**src/rtl/dpmc_map.vh**
```
// Constants for the DPLL operating-mode controller
`ifndef DPMC_MAP_VH
`define DPMC_MAP_VH
// Mode select encodings, high bit then low bit
`define DPMC_SEL_FREE     2'h0
`define DPMC_SEL_REF_A    2'h1
`define DPMC_SEL_REF_B    2'h2
`define DPMC_SEL_HOLD     2'h3
// Mode status encodings
`define DPMC_MODE_FREE    3'h0
`define DPMC_MODE_EVAL    3'h1
`define DPMC_MODE_ACQ     3'h2
`define DPMC_MODE_LOCK_A  3'h3
`define DPMC_MODE_LOCK_B  3'h4
`define DPMC_MODE_HOLD    3'h5
// Reference evaluation window: 100 us at the 10 MHz clock
`define DPMC_EVAL_CYC     16'h03E8
// Frequency acquisition time: 200 us at the 10 MHz clock
`define DPMC_ACQ_CYC      16'h07D0
// Activity watchdog: reference lost after this many cycles without an edge
`define DPMC_LOSS_CYC     16'h1000
// Output divider defaults
`define DPMC_DIV_MAIN     16'h0005
`define DPMC_DIV_AUX      16'h000A
`endif

```
**src/rtl/dpmc_hist_mem.v**
```verilog
// Holdover history memory with registered read data
module dpmc_hist_mem #(
  parameter DW = 16,
  parameter AW = 3
) (
  input  wire          clk_sys_in, // System clock
  input  wire          wr_en_in,   // Write strobe
  input  wire [AW-1:0] wr_addr_in, // Write address
  input  wire [DW-1:0] wr_data_in, // Write data
  input  wire [AW-1:0] rd_addr_in, // Read address
  output reg  [DW-1:0] rd_data_out // Registered read data
);
  reg [DW-1:0] mem_r [0:(1<<AW)-1];

  always @(posedge clk_sys_in) begin
    if (wr_en_in) begin
      mem_r[wr_addr_in] <= wr_data_in;
    end
    rd_data_out <= mem_r[rd_addr_in];
  end
endmodule

```
**src/rtl/dpmc_mode_ctrl.v**
```verilog
// DPLL operating-mode controller: mode machine, history, output dividers
//
// What this block does
// - Select 00 free,01 A,10 B,11 holdover
// - Jumper open manual, closed automatic
// - Automatic moves to available reference itself
// - Manual holds selected mode until select changes or its reference is lost
// - Re-requested lost reference enters evaluation
// - Evaluate, then acquire, then phase lock
// - Lock A follows reference input A
// - Lock B follows reference input B
// - Holdover steers from stored history
// - History updated only while locked
// - Free-run ignores both references
// - Both outputs divide the oscillator
// - References 8 kHz to 77.76 MHz, preset
`include "dpmc_map.vh"
module dpmc_mode_ctrl #(
  parameter        DW       = 16,
  parameter        HAW      = 3,
  parameter [15:0] DIV_MAIN = `DPMC_DIV_MAIN,
  parameter [15:0] DIV_AUX  = `DPMC_DIV_AUX,
  parameter [15:0] LOSS_CYC = `DPMC_LOSS_CYC
) (
  input  wire          clk_sys_in,              // Oscillator clock
  input  wire          srst_in,                 // Sync reset, active high
  input  wire          mode_select_low_in,      // Mode select low bit
  input  wire          mode_select_high_in,     // Mode select high bit
  input  wire          control_style_jumper_in, // 1 closed = automatic
  input  wire          reference_input_a_in,    // Reference A clock
  input  wire          reference_input_b_in,    // Reference B clock
  input  wire [DW-1:0] steer_word_in,           // Loop-filter steer word
  output reg  [DW-1:0] dac_word_out,            // Oscillator steer word
  output reg  [2:0]    mode_out,                // Current mode
  output reg           phase_ref_sel_out,       // 0 ref A, 1 ref B
  output reg           phase_ref_en_out,        // Phase detector active
  output reg           history_valid_out,       // History usable
  output reg           clock_out,               // Main divided clock
  output reg           auxiliary_clock_output_out // Aux divided clock
);
  // ****************************************
  // States
  // ****************************************
  localparam [5:0] ST_FREE = 6'h01;
  localparam [5:0] ST_EVAL = 6'h02;
  localparam [5:0] ST_ACQ  = 6'h04;
  localparam [5:0] ST_LKA  = 6'h08;
  localparam [5:0] ST_LKB  = 6'h10;
  localparam [5:0] ST_HOLD = 6'h20;
  localparam [15:0] EVAL_CYC = `DPMC_EVAL_CYC;
  localparam [15:0] ACQ_CYC  = `DPMC_ACQ_CYC;

  // ****************************************
  // Input synchronisers
  // ****************************************
  reg  [4:0] sync1_r;
  reg  [4:0] sync2_r;
  reg  [1:0] ref_d_r;
  always @(posedge clk_sys_in) begin
    sync1_r <= {reference_input_b_in, reference_input_a_in, control_style_jumper_in,
                mode_select_high_in, mode_select_low_in};
    sync2_r <= sync1_r;
    ref_d_r <= sync2_r[4:3];
  end
  wire [1:0] sel_w  = sync2_r[1:0];
  wire       auto_w = sync2_r[2];
  wire [1:0] edge_w = sync2_r[4:3] ^ ref_d_r;

  // ****************************************
  // Reference activity monitors
  // ****************************************
  wire [1:0] ref_ok_w;
  genvar gi;
  generate
    for (gi = 0; gi < 2; gi = gi + 1) begin : g_mon
      reg [15:0] wd_r;
      always @(posedge clk_sys_in) begin
        if (srst_in) begin
          wd_r <= LOSS_CYC;
        end else if (edge_w[gi]) begin
          wd_r <= 16'h0000;
        end else if (wd_r != LOSS_CYC) begin
          wd_r <= wd_r + 16'h0001;
        end
      end
      assign ref_ok_w[gi] = (wd_r != LOSS_CYC);
    end
  endgenerate

  // ****************************************
  // Mode machine
  // ****************************************
  reg [5:0]  st_r;
  reg [5:0]  st_nxt;
  reg        tgt_r;
  reg        tgt_nxt;
  reg [15:0] tmr_r;
  reg [1:0]  sel_d_r;
  reg [1:0]  lost_r;
  wire       sel_chg_w = (sel_w != sel_d_r);
  wire       tgt_ok_w  = tgt_r ? ref_ok_w[1] : ref_ok_w[0];

  function [1:0] want_ref;
    input [1:0] s;
    begin
      want_ref = {s == `DPMC_SEL_REF_B, s == `DPMC_SEL_REF_A};
    end
  endfunction

  always @* begin
    st_nxt  = st_r;
    tgt_nxt = tgt_r;
    case (st_r)
      ST_FREE, ST_HOLD: begin
        if (auto_w && (ref_ok_w != 2'h0)) begin
          tgt_nxt = ~ref_ok_w[0];
          st_nxt  = ST_EVAL;
        end else if (!auto_w && sel_chg_w) begin
          if (want_ref(sel_w) != 2'h0) begin
            tgt_nxt = want_ref(sel_w) == 2'h2;
            st_nxt  = ST_EVAL;
          end else if (sel_w == `DPMC_SEL_HOLD && history_valid_out) begin
            st_nxt = ST_HOLD;
          end else begin
            st_nxt = ST_FREE;
          end
        end else if (!auto_w && (want_ref(sel_w) & lost_r) != 2'h0 &&
                     (want_ref(sel_w) & ref_ok_w) != 2'h0) begin
          tgt_nxt = want_ref(sel_w) == 2'h2;
          st_nxt  = ST_EVAL;
        end
      end
      ST_EVAL, ST_ACQ, ST_LKA, ST_LKB: begin
        if (!tgt_ok_w) begin
          st_nxt = history_valid_out ? ST_HOLD : ST_FREE;
        end else if (!auto_w && sel_chg_w) begin
          st_nxt = ST_FREE;
          if (want_ref(sel_w) != 2'h0) begin
            tgt_nxt = want_ref(sel_w) == 2'h2;
            st_nxt  = ST_EVAL;
          end else if (sel_w == `DPMC_SEL_HOLD && history_valid_out) begin
            st_nxt = ST_HOLD;
          end
        end else if (st_r == ST_EVAL && tmr_r == EVAL_CYC - 16'h0001) begin
          st_nxt = ST_ACQ;
        end else if (st_r == ST_ACQ && tmr_r == ACQ_CYC - 16'h0001) begin
          st_nxt = tgt_r ? ST_LKB : ST_LKA;
        end
      end
      default: st_nxt = ST_FREE;
    endcase
  end

  always @(posedge clk_sys_in) begin
    if (srst_in) begin
      st_r    <= ST_FREE;
      tgt_r   <= 1'b0;
      tmr_r   <= 16'h0000;
      sel_d_r <= 2'h0;
      lost_r  <= 2'h0;
    end else begin
      st_r    <= st_nxt;
      tgt_r   <= tgt_nxt;
      sel_d_r <= sel_w;
      tmr_r   <= (st_nxt != st_r || tgt_nxt != tgt_r) ? 16'h0000 : tmr_r + 16'h0001;
      if ((st_r == ST_EVAL || st_r == ST_ACQ || st_r == ST_LKA || st_r == ST_LKB) &&
          !tgt_ok_w) begin
        lost_r[tgt_r] <= 1'b1;
      end else if (st_nxt == ST_LKA || st_nxt == ST_LKB) begin
        lost_r[tgt_r] <= 1'b0;
      end
    end
  end

  // ****************************************
  // Holdover history
  // ****************************************
  reg  [HAW-1:0] wptr_r;
  reg  [HAW-1:0] rptr_r;
  reg  [15:0]    hdiv_r;
  wire [DW-1:0]  hist_w;
  wire           locked_w = (st_r == ST_LKA) || (st_r == ST_LKB);
  wire           hwr_w    = locked_w && (hdiv_r == 16'h0000);

  dpmc_hist_mem #(.DW(DW), .AW(HAW)) u_hist (
    .clk_sys_in  (clk_sys_in),
    .wr_en_in    (hwr_w),
    .wr_addr_in  (wptr_r),
    .wr_data_in  (steer_word_in),
    .rd_addr_in  (rptr_r),
    .rd_data_out (hist_w)
  );

  always @(posedge clk_sys_in) begin
    if (srst_in) begin
      wptr_r            <= {HAW{1'b0}};
      rptr_r            <= {HAW{1'b0}};
      hdiv_r            <= 16'h0000;
      history_valid_out <= 1'b0;
    end else begin
      hdiv_r <= hdiv_r + 16'h0001;
      if (hwr_w) begin
        wptr_r <= wptr_r + {{(HAW-1){1'b0}}, 1'b1};
        rptr_r <= wptr_r;
        if (wptr_r == {HAW{1'b1}}) begin
          history_valid_out <= 1'b1;
        end
      end
    end
  end

  // ****************************************
  // Steering and status outputs
  // ****************************************
  localparam [DW-1:0] DAC_MID = {1'b1, {(DW-1){1'b0}}};
  always @(posedge clk_sys_in) begin
    if (srst_in) begin
      dac_word_out      <= DAC_MID;
      mode_out          <= `DPMC_MODE_FREE;
      phase_ref_sel_out <= 1'b0;
      phase_ref_en_out  <= 1'b0;
    end else begin
      phase_ref_sel_out <= tgt_r;
      phase_ref_en_out  <= (st_r == ST_ACQ) || locked_w;
      case (st_r)
        ST_FREE: begin
          dac_word_out <= DAC_MID;
          mode_out     <= `DPMC_MODE_FREE;
        end
        ST_HOLD: begin
          dac_word_out <= hist_w;
          mode_out     <= `DPMC_MODE_HOLD;
        end
        ST_EVAL: begin
          dac_word_out <= DAC_MID;
          mode_out     <= `DPMC_MODE_EVAL;
        end
        ST_ACQ: begin
          dac_word_out <= steer_word_in;
          mode_out     <= `DPMC_MODE_ACQ;
        end
        ST_LKA: begin
          dac_word_out <= steer_word_in;
          mode_out     <= `DPMC_MODE_LOCK_A;
        end
        ST_LKB: begin
          dac_word_out <= steer_word_in;
          mode_out     <= `DPMC_MODE_LOCK_B;
        end
        default: begin
          dac_word_out <= DAC_MID;
          mode_out     <= `DPMC_MODE_FREE;
        end
      endcase
    end
  end

  // ****************************************
  // Output dividers
  // ****************************************
  reg [15:0] cnt_m_r;
  reg [15:0] cnt_a_r;
  always @(posedge clk_sys_in) begin
    if (srst_in) begin
      cnt_m_r                    <= 16'h0000;
      cnt_a_r                    <= 16'h0000;
      clock_out                  <= 1'b0;
      auxiliary_clock_output_out <= 1'b0;
    end else begin
      cnt_m_r <= (cnt_m_r == DIV_MAIN - 16'h0001) ? 16'h0000 : cnt_m_r + 16'h0001;
      cnt_a_r <= (cnt_a_r == DIV_AUX - 16'h0001) ? 16'h0000 : cnt_a_r + 16'h0001;
      if (cnt_m_r == DIV_MAIN - 16'h0001) begin
        clock_out <= ~clock_out;
      end
      if (cnt_a_r == DIV_AUX - 16'h0001) begin
        auxiliary_clock_output_out <= ~auxiliary_clock_output_out;
      end
    end
  end
endmodule

```
**config.mk**
```make
export PLATFORM = sky130hd
export DESIGN_NAME = dpmc_mode_ctrl
export DESIGN_NICKNAME = d
export VERILOG_FILES = /design/src/rtl/dpmc_hist_mem.v /design/src/rtl/dpmc_mode_ctrl.v
export VERILOG_INCLUDE_DIRS = /design/src /design/src/rtl
export SDC_FILE = /design/constraint.sdc
export NUM_CORES = 1
export LEC_CHECK = 0
export BUFFER_PORTS_ARGS = -buffer_cell sky130_fd_sc_hd__buf_2
export CORE_UTILIZATION = 45
export DETAILED_ROUTE_END_ITERATION = 6
export PLACE_DENSITY = 0.69
export SKIP_CTS_REPAIR_TIMING = 1
export SYNTH_ARGS = -nofsm -noshare
export SYNTH_HDL_FRONTEND = slang
export SYNTH_SLANG_ARGS = --single-unit
```
**constraint.sdc**
```tcl
create_clock -name clk_sys_in -period 3.4 [get_ports clk_sys_in]
set_input_delay 0.17 -clock clk_sys_in [delete_from_list [all_inputs] [get_ports clk_sys_in]]
set_output_delay 0.17 -clock clk_sys_in [all_outputs]
set_load 0.01 [all_outputs]
```
Word-level counts from Yosys, hierarchy flattened. Memory sizes are Yosys's and may differ from the RTL's. A register that Yosys moved wholly into a read port is not among the register bits. Cells that the tools add are included.

Memories: 1. Memory bits (writable): 128. Logic and storage cells: 133. Register bits: 149. Memory bits (read-only): 0. Bits in latches: 0.

Memories: u_hist.mem_r (depth 8, width 16, rd ports 1, clocked after Yosys merged registers in 1, wr ports 1, line dpmc_hist_mem.v:13) `reg [DW-1:0] mem_r [0:(1<<AW)-1];`.

Reduce and logical (&&, ||, !) cells: 36. Add/subtract/negate cells: 7. $lt $le $gt $ge: 2. Eq/ne operators: 22. Shifts and indexed selects: 0. $mul: 0. Bitwise operators: 9. Divide/modulo/power cells: 0. Multiplexer cells: 32.

Operators by type and width (number): 16-bit by 1-bit adder with 16-bit output (second input constant) (6); 6-bit 2-to-1 mux (10); 13-bit 2-to-1 mux (4); 16-bit by 13-bit inequality test with 1-bit output (second input constant) (2); 16-bit one-hot mux with 2 select lines (1); 16-bit by 10-bit == test with 1-bit output (second input constant) (1); 16-bit by 11-bit == test with 1-bit output (second input constant) (1); 16-bit by 3-bit == test with 1-bit output (second input constant) (1); 16-bit by 4-bit == test with 1-bit output (second input constant) (1); 16-bit zero test (1); 3-bit one-hot mux with 5 select lines (1); 2-bit nonzero test (7); 6-bit by 4-bit == test with 1-bit output (second input constant) (2); 6-bit by 5-bit == test with 1-bit output (second input constant) (2); 6-bit one-hot mux with 2 select lines (1); 2-bit OR reduction (6); 1-bit logical AND (10); 1-bit 2-to-1 mux (10); 1-bit logical OR (7); 2-bit AND (3); 2-bit == test (second input constant) (3); 6-bit by 1-bit == test with 1-bit output (second input constant) (1); 6-bit by 2-bit == test with 1-bit output (second input constant) (1); 6-bit by 3-bit == test with 1-bit output (second input constant) (1); other kinds (21) (25).

Depth between registers and ports, before layout. Gate-level depths: netlist of the first run.

Word-level depth: 13. Mapped depth: 11. Mapped depth without buffers: 9.

By module. A second synthesis of the first run with hierarchy kept.

Cell total of the unflattened synthesis: 952. Area total of the unflattened synthesis: 11951.5 um^2.

Modules (own cells, without submodules): dpmc_mode_ctrl (cells an instance 738, seq. area each 2982.9 um^2, area an instance 6657.6 um^2, times used 1); dpmc_hist_mem (cells an instance 214, seq. area each 4164.0 um^2, area an instance 5293.8 um^2, times used 1).

Worst setup path before layout of the first run. Ideal clock, no wire load.

Path type: register to register. From: register st_r[4]. To: memory u_hist.mem_r[2][0] (enable). Buffers on the path: 1. Arrival time: 2.527 ns. Cell stages (with the launch flop): 7. Setup slack: 0.460 ns. Setup time: 0.413 ns. Period minus slack after synthesis: 2.940 ns. Data required time: 2.987 ns. Path through: dfxtp_1 clkbuf_1 xor2_1 nand2_1 nor3_1 nand2b_1 nor3b_1.

Cells in the longest elaborated chain, start to end: 5. Elaborated cells between the ends (all ways): 6.

Ends and longest elaborated chain: start: declaration (line dpmc_mode_ctrl.v:93) `reg [5:0] st_r;`; start signal: assignment (line dpmc_mode_ctrl.v:162) `st_r <= st_nxt;`; 6-bit by 4-bit == test with 1-bit output / 6-bit by 5-bit == test with 1-bit output (equally long branches); 1-bit logical OR (*) (line dpmc_mode_ctrl.v:182) `wire locked_w = (st_r == ST_LKA) || (st_r == ST_LKB);`; 1-bit logical AND (*) (line dpmc_mode_ctrl.v:183) `wire hwr_w = locked_w && (hdiv_r == 16'h0000);`; 1-bit 2-to-1 mux (*) (line dpmc_hist_mem.v:16) `if (wr_en_in) begin`; 1-bit 2-to-1 mux (not written as such) (*) (line dpmc_hist_mem.v:17) `mem_r[wr_addr_in] <= wr_data_in;`; end: declaration (line dpmc_hist_mem.v:13).

Every way passes the cells marked *; elsewhere a longest branch is shown, timed or not.

Worst setup path after layout of the first run.
From: register g_mon[1].wd_r[4]. To: register tmr_r[15].

Cells in the longest elaborated chain, start to end: 11. Elaborated cells between the ends (all ways): 21.

Ends and longest elaborated chain: start: declaration (line dpmc_mode_ctrl.v:76) `reg [15:0] wd_r;`; start signal: assignment (line dpmc_mode_ctrl.v:83) `wd_r <= wd_r + 16'h0001;`; 16-bit by 13-bit inequality test with 1-bit output (*) (line dpmc_mode_ctrl.v:86) `assign ref_ok_w[gi] = (wd_r != LOSS_CYC);`; 2-bit AND (line dpmc_mode_ctrl.v:128) `(want_ref(sel_w) & ref_ok_w) != 2'h0) begin`; 2-bit nonzero test (line dpmc_mode_ctrl.v:128); 1-bit logical AND (line dpmc_mode_ctrl.v:127) `end else if (!auto_w && (want_ref(sel_w) & lost_r) != 2'h0 &&`; 6-bit 2-to-1 mux / 1-bit 2-to-1 mux (equally long branches) (line dpmc_mode_ctrl.v:127); 6-bit 2-to-1 mux / 1-bit 2-to-1 mux (equally long branches) (line dpmc_mode_ctrl.v:118) `end else if (!auto_w && sel_chg_w) begin`; 6-bit 2-to-1 mux / 1-bit 2-to-1 mux (equally long branches) (line dpmc_mode_ctrl.v:115) `if (auto_w && (ref_ok_w != 2'h0)) begin`; 6-bit one-hot mux with 2 select lines / 1-bit one-hot mux with 2 select lines (equally long branches) (line dpmc_mode_ctrl.v:113) `case (st_r)`; 6-bit inequality test / 1-bit inequality test (equally long branches) (line dpmc_mode_ctrl.v:165) `tmr_r <= (st_nxt != st_r || tgt_nxt != tgt_r) ? 16'h0000 : tmr_r + 16'h0001;`; 1-bit logical OR (*) (line dpmc_mode_ctrl.v:165); 2-bit OR reduction (no source line) (*); end signal: assignment (line dpmc_mode_ctrl.v:165); end: declaration (line dpmc_mode_ctrl.v:97) `reg [15:0] tmr_r;`.

Marks and branches as above. A chain may end at the register's enable or synchronous reset.

==> flow_summary.toml, run 1 <==
[final_layout]
area_growth_pct = 16.4
drive_gt1_frac = 0.194
final_core_util = 0.533
antenna_cells = 0
fill_cells = 2216
fin_area_um2 = 13900
final_nets = 1080

[worst_setup_path]
worstPathArrival_ns = 3.54
crit_type = "reg2reg"
cp-end-kind = "flop"
path_delay_family = "simple AND/OR/NAND/NOR gates"
cpPeakStageDelay_ns = 0.72
crit_fanout = 16
cp.required_ns = 3.81
crit_chain = "or4_1 -> or4_1 -> a22oi_4 -> o221ai_2 -> o221ai_2 -> xor2_4 -> nor4_1"
crit_path_top_delay_cell = "or4_1"
worst-path-buf-inv = 0
worstSetupStartpointType = "flop"

[drt]
drt-initial-drc-count = 450
dr.pass1.iters = 4
drc = 0
post_drt_wl_per_cell_um = 16.0
ant_nets = 0
via_count = 7443
routed_wl_um = 22500
viasPerCell = 5.31

[placement]
hpwl_um = 13900
port_buffers = 46
place.gp.congestion = 0.831
placed_area_um2 = 12600

[synthesis]
yosysMostFrequentCell = "dfxtp_1"
ys.flop_type = "dfxtp_1"
synth_nets = 1004
yosysTopAreaCell = "edfxtp_1"
netlist.area_leader.share = 0.322
synth_edf_count = 128
yosysSeqAreaShare = 0.599
synthCells = 965
ys_ff_latch = 293
synth_common_cells = "165 x dfxtp_1, 128 x edfxtp_1, 119 x nor2_1, 61 x xor2_1, 48 x nand3_1"
ys_types = 66
synth.area.top_cells = "edfxtp_1 32%, dfxtp_1 28%, mux4_2 6.0%"
synthesis.area_um2 = 11900
async_reset_ff_frac = 0
yosysWarningCount = 0
syn_avg_cell_area_um2 = 12.4

[clock_tree]
clock-sinks = 293
numCtsBuffers = 31
h-tree-depth = 1
cts_tree = "yes"
clock_path_buffers = 3
cts_root_buf = "clkbuf_16"
clk_pin_slew_ns = 0.06
worstSkewPairLatency_ns = 0.56

[flow_run]
drv_cap = 0

[pwr]
p_leak_nw = 4.83
peakVddDrop_mv = 0.433
power.density_nw_per_um2 = 562

[floorplanning]
die_y_um = 165
core_um2 = 26100
initial_core_util = 0.458
die_w_um = 165
die_area_um2 = 27200
placementRows = 59
io_pins = 47

[sta]
hold_viol = 0
slew_viol_final = 0
period_needed_ns = 3.13
max_freq_ghz = 0.320
slew_headroom = 0.300
tightest_slew_ns = 1.05
tns_ns = 0
setup_viol = 0
finClkSkew_ns = 0.0127
min_period_over_period = 0.920
rsz0062_at_grt = "no"

[global_routing]
antenna_found_initial = 0
track_usage = 0.170
grt_pass1_wl_um = 36600
grt_max_degree = 33
grt_pass1_vias = 7143
grt-ovfl-total = 0

[status]
outcome = "complete, no violations"

[hold_path]
worstHoldPathType = "in2reg"
-- final cells by class --
| cell class | instances | area [µm²] | share of cell area |
|---|---|---|---|
| clock inverters | 19 | 188 | 0.0135 |
| clock buffers | 39 | 877 | 0.0632 |
| repair buffers | 92 | 653 | 0.0470 |
| inverters | 19 | 71.3 | 0.00514 |
| well taps | 335 | 419 | 0.0302 |
| flip-flops and latches | 293 | 7150 | 0.515 |
| multi-input cells | 604 | 4530 | 0.326 |
-- flip-flops by register name, indices dropped and copies added, names as in the netlist, 5 cells and up, named ones only --
signal              cells
u_hist.mem_r          128
dac_word_out           16
tmr_r                  16
u_hist.rd_data_out     16
st_r                    6
hdiv_r                 16
sync1_r                 5
g_mon.wd_r             32
cnt_m_r                16
sync2_r                 5
cnt_a_r                16
-- where the power goes --
part | leakage [nW] | switching, mW | internal [mW]
sequential | 2.49 | 0.0650 | 3.72
clock | 0.533 | 1.37 | 2.05
combinational | 1.81 | 0.388 | 0.217
-- final timing paths --
path	from	endpoint	slack, ns	depth (start not counted)
max	g_mon[1].wd_r[4]	tmr_r[15]	0.27	7
min	srst_in	sel_d_r[1]	0.06	2
max reg2reg	g_mon[1].wd_r[4]	tmr_r[15]	0.27	7
min reg2reg	sync1_r[3]	sync2_r[3]	0.33	0
-- placed cells by master (no fill, tap or decap), drive strengths merged, types with 29 or more instances in the layout --
master  netlist  routed
xor2         62      62
nand2        45      45
edfxtp      128     128
mux4         32      32
clkbuf       32      39
dfxtp       165     165
xnor2        31      31
nand3        48      48
nor4         29      29
buf          17      71
nor2        120     120
-- metrics by stage --
stage | hold slack [ns] | std cells | power, mW | setup WS [ns]
after floorplan | 0.198 | 965 | 4.29 | 0.460
after global placement | 0.273 | 1322 | 4.42 | 0.101
after detailed placement | 0.274 | 1322 | 4.43 | 0.0552
after CTS | -0.316 | 1380 | 7.86 | 0.0365
after global routing | 0.0740 | 1401 | 8.11 | 0.0904
final | 0.0570 | 1401 | 7.81 | 0.272
-- routing by layer --
layer	GRT usage	routed length, µm	vias to the layer above
li1	-	-	3673
met1	0.227	10200	3588
met2	0.281	10800	143
met3	0.0286	958	39
met4	0.0521	554	0
met5	0	0	-
-- kinds of logic (layout without fill, tap and decap cells) --
logic type / after synthesis / after routing / synth area share
AOI/OAI and AO/OA: 84 / 84 / 0.0503
adders and majority gates: 16 / 16 / 0.0168
xor gates and xnor gates: 93 / 93 / 0.0689
muxes: 56 / 56 / 0.0825
and+or+nand+nor: 355 / 355 / 0.157
DFF: 293 / 293 / 0.599
buffers and inverters: 68 / 169 / 0.0248
-- worst reg2reg max path, stage by stage, from the launching register on --
cell and delay [ns]:
dfxtp_1 0.34, or4_1 0.56, or4_1 0.72, a22oi_4 0.24, o221ai_2 0.17, o221ai_2 0.31
xor2_4 0.52, nor4_1 0.14
Note: power is estimated with default switching activity, not from simulation.
==> run 2, diff against run 1 <==
- CELL_PAD_IN_SITES_DETAIL_PLACEMENT: not set -> 1
- CELL_PAD_IN_SITES_GLOBAL_PLACEMENT: not set -> 1
- PLACE_DENSITY: 0.69 -> 0.8
==> run 2 against run 1 <==
Die area unchanged. Sequential share of layout area increased by 0.19 points. Maximum frequency about the same. Cell area decreased by 0.37%. Worst setup slack improved by 0.0015 ns. Critical path type unchanged. Largest cell class unchanged. Critical endpoint unchanged.
==> flow_summary.toml, run 2 (same netlist as run 1, synthesis figures left out) <==
[status]
outcome = "complete, no violations"

[worst_setup_path]
worst-path-buf-inv = 2
worstPathArrival_ns = 3.58
crit_fanout = 16
path_delay_family = "simple AND/OR/NAND/NOR gates"
cpPeakStageDelay_ns = 0.71
crit_chain = "or4_1 -> or4_1 -> buf_4 -> a21oi_1 -> nand2_1 -> a311oi_1 -> nand4_2 -> buf_4 -> nor4_1"
cp-end-kind = "flop"
crit_path_top_delay_cell = "or4_1"
worstSetupStartpointType = "flop"
cp.required_ns = 3.86
crit_type = "reg2reg"

[drt]
routed_wl_um = 26900
post_drt_wl_per_cell_um = 19.2
drc = 0
via_count = 7706
drt-initial-drc-count = 392
viasPerCell = 5.51
dr.pass1.iters = 4
ant_nets = 0

[clock_tree]
cts_tree = "yes"
clock_path_buffers = 3
h-tree-depth = 1
numCtsBuffers = 30
worstSkewPairLatency_ns = 0.57
clock-sinks = 293
cts_root_buf = "clkbuf_16"
clk_pin_slew_ns = 0.06

[sta]
slew_viol_final = 0
setup_viol = 0
max_freq_ghz = 0.320
setup_ws_ns = 0.273
slew_headroom = 0.356
finClkSkew_ns = 0.0221
tns_ns = 0
tightest_slew_ns = 0.966
hold_viol = 0
period_needed_ns = 3.13
min_period_over_period = 0.920
rsz0062_at_grt = "no"

[final_layout]
largestRegisters = "u_hist.mem_r x128, g_mon.wd_r x32"
area_growth_pct = 16.0
final_nets = 1078
antenna_cells = 0
fin_area_um2 = 13800
multi_input_area_um2 = 4530
final_cell_mix = "164 x dfxtp_1, 128 x edfxtp_1, 119 x nor2_1, 61 x xor2_1, 48 x nand3_1"
drive_gt1_frac = 0.191
regMostFlops = "u_hist.mem_r"
fill_cells = 2655
final_core_util = 0.531
largest_reg_flops = 128
ff_latch_area_um2 = 7150
finish.cell_count_without_fillers = 1398
final_common_cell = "dfxtp_1"

[floorplanning]
placementRows = 59
die_area_um2 = 27200
core_um2 = 26100
die_y_um = 165
io_pins = 47
die_w_um = 165
initial_core_util = 0.458

[pwr]
internal_power_mw = 5.93
power_frac_clock = 0.429
peakVddDrop_mv = 0.483
seqPwrFrac = 0.484
switchingPower_mw = 1.90
power.share.combinational = 0.087
power.density_nw_per_um2 = 566
p_leak_nw = 4.80
switching_share = 0.243

[placement]
place_inst = 1320
hpwl_um = 16700
place.gp.congestion = 0.815
port_buffers = 46
pre_cts_ws_ns = -0.212
placed_area_um2 = 12600

[global_routing]
track_usage = 0.200
grt_pass1_vias = 8159
grt_pass1_wl_um = 42500
grt-ovfl-total = 0
grt_max_degree = 49
antenna_found_initial = 1

[hold_path]
worstHoldPathType = "in2reg"

[flow_run]
drv_cap = 0
run 2: final timing paths:
kind / start / endpoint / slack [ns] / cells after the start
max reg2reg: g_mon[1].wd_r[4] / tmr_r[15] / 0.27 / 9
max: g_mon[1].wd_r[4] / tmr_r[15] / 0.27 / 9
min reg2reg: sync1_r[4] / sync2_r[4] / 0.33 / 0
min: srst_in / hdiv_r[0] / 0.22 / 3
run 2: power groups by stage:
stage                     combinational, mW  clock (mW)  sequential (mW)
final                                 0.680        3.36             3.79
after global routing                  0.740        3.57             3.80
after global placement                0.567           0             3.86
after detailed placement              0.587           0             3.86
after CTS                             0.590        3.43             3.78
after floorplan                       0.466           0             3.82
run 2: final cells by class:
class / instances / area share
clock buffer: 34 / 0.0561
clock inverter: 22 / 0.0173
inverter: 19 / 0.00516
multi-input combinational: 604 / 0.328
sequential: 293 / 0.517
tap: 335 / 0.0303
timing repair buffer: 91 / 0.0467
run 2: worst reg2reg max path: cells and delay by family (launching register included):
family	cells	cell delay, ns
compound gates	2	0.39
flops	1	0.35
buf+inv	2	0.46
simple gates	5	1.83
run 2: stage by stage:
| step | hold WS (ns) | power, mW |
|---|---|---|
| after detailed placement | 0.275 | 4.45 |
| after CTS | -0.309 | 7.80 |
| after floorplan | 0.198 | 4.29 |
| after global routing | 0.223 | 8.10 |
| final | 0.224 | 7.83 |
| after global placement | 0.273 | 4.42 |
run 2: layer usage:
metal	GRT usage	wire, µm
met3	0.0306	1230
met4	0.0596	689
met5	0	0
met1	0.250	11500
met2	0.355	13500
==> run 3, diff against run 2 <==
- BUFFER_PORTS_ARGS: -buffer_cell sky130_fd_sc_hd__buf_2 -> -buffer_cell sky130_fd_sc_hd__buf_4
==> run 3 against run 2 <==
Clock skew decreased by 0.0077 ns. Register-to-register slack got worse by 0.07 ns. Global-route usage increased by 0.34 points. Largest power group unchanged.
==> flow_summary.toml, run 3 (same netlist as run 1, synthesis figures left out) <==
[final_layout]
final_common_cell = "dfxtp_1"
fin_area_um2 = 14000
area_growth_pct = 17.3
fill_cells = 2682
final_core_util = 0.537
largestRegisters = "u_hist.mem_r x128, g_mon.wd_r x32"
antenna_cells = 0
final_nets = 1086
drive_gt1_frac = 0.194
final_cell_mix = "164 x dfxtp_1, 128 x edfxtp_1, 119 x nor2_1, 74 x buf_4, 61 x xor2_1"
regMostFlops = "u_hist.mem_r"
largest_reg_flops = 128

[status]
outcome = "complete, no violations"

[clock_tree]
cts_tree = "yes"
worstSkewPairLatency_ns = 0.58
numCtsBuffers = 31
clock_path_buffers = 3
cts_root_buf = "clkbuf_16"
h-tree-depth = 1
clk_pin_slew_ns = 0.06
clock-sinks = 293

[sta]
setup_viol = 0
finClkSkew_ns = 0.0143
slew_viol_final = 0
rsz0062_at_grt = "no"
tightest_slew_ns = 1.03
period_needed_ns = 3.20
max_freq_ghz = 0.313
slew_headroom = 0.311
tns_ns = 0
min_period_over_period = 0.940
setup_ws_ns = 0.205
hold_viol = 0

[global_routing]
met2_usage = 0.359
met3_usage = 0.0306
gr-usage-met1 = 0.256
grt_pass1_vias = 8091
track_usage = 0.203
grt_pass1_wl_um = 43200
antenna_found_initial = 0
grt-ovfl-total = 0
grt_max_degree = 31
grt.busiest_layer = "met2"

[flow_run]
drv_cap = 0

[floorplanning]
io_pins = 47
die_w_um = 165
die_area_um2 = 27200
die_y_um = 165
core_um2 = 26100
initial_core_util = 0.458
placementRows = 59

[drt]
dr.pass1.iters = 4
routed_wl_um = 27400
drc = 0
viasPerCell = 5.52
post_drt_wl_per_cell_um = 19.5
drt-initial-drc-count = 368
ant_nets = 0
via_count = 7769

[placement]
pre_cts_ws_ns = -0.0811
hpwl_um = 17100
port_buffers = 46
place.gp.congestion = 0.794
placed_area_um2 = 12700

[pwr]
seqPwrFrac = 0.485
internal_power_mw = 5.89
peakVddDrop_mv = 0.499
power.density_nw_per_um2 = 559
power.share.combinational = 0.089
switching_share = 0.246
p_leak_nw = 4.84
switchingPower_mw = 1.92
total_power_mw = 7.81
power_frac_clock = 0.427

[worst_setup_path]
crit_type = "reg2reg"
worstPathArrival_ns = 3.66
crit_fanout = 16
cp.required_ns = 3.87
worstSetupStartpointType = "flop"
cp-end-kind = "flop"

[hold_path]
worstHoldPathType = "in2reg"
[run 3: cell count changes in the layout (fill, tap and decap cells not counted), moves of 2 or more]
| cell | delta |
|---|---|
| clkinv_2 | -2 |
| clkbuf_1 | +3 |
| bufinv_16 | -2 |
| clkinvlp_4 | +2 |
| buf_4 | +52 |
| clkbuf_16 | +2 |
| buf_2 | -46 |
[run 3: power groups by stage]
stage	clock (mW)	sequential, mW	combinational [mW]
6_report	3.34	3.79	0.692
3_5_place_dp	0	3.86	0.592
2_1_floorplan	0	3.82	0.466
5_1_grt	3.54	3.79	0.750
3_3_place_gp	0	3.86	0.574
4_1_cts	3.42	3.78	0.600
[run 3: final cells by class]
cell class	count	area [µm²]	share of cell area
Multi-Input combinational cell	604	4530	0.324
Sequential cell	293	7150	0.511
Tap cell	335	419	0.0300
Inverter	19	71.3	0.00510
Timing Repair Buffer	98	816	0.0583
Clock buffer	39	837	0.0598
Clock inverter	19	170	0.0122
[run 3: worst paths after layout]
kind                                      startpoint         end  slack [ns]  cells past startpoint
worst max-delay path                g_mon[1].wd_r[0]   tmr_r[15]        0.20                     10
worst min-delay path            reference_input_a_in  sync1_r[3]        0.25                      2
worst max register to register      g_mon[1].wd_r[0]   tmr_r[15]        0.20                     10
worst min register to register            sync1_r[3]  sync2_r[3]        0.32                      0
[run 3: worst max-delay path: stages, from the launching register on]
cell      delay (ns)
dfxtp_1         0.35
inv_1           0.07
ha_1            0.16
or4b_1          0.44
nor4_1          0.50
mux2_2          0.33
mux2_2          0.35
o221ai_2        0.29
xor2_4          0.13
buf_12          0.18
nor4_1          0.29
[run 3: stage by stage]
step / instances / hold WS (ns)
after floorplan: 965 / 0.198
after global placement: 1326 / 0.275
after detailed placement: 1326 / 0.275
after CTS: 1384 / -0.324
after global routing: 1407 / 0.238
final: 1407 / 0.248
[run 3: metal layers]
metal	share of wire	vias to the layer above
met2	0.52	145
met1	0.42	3893
met3	0.041	46
li1	-	3685
met4	0.024	0
met5	0	-
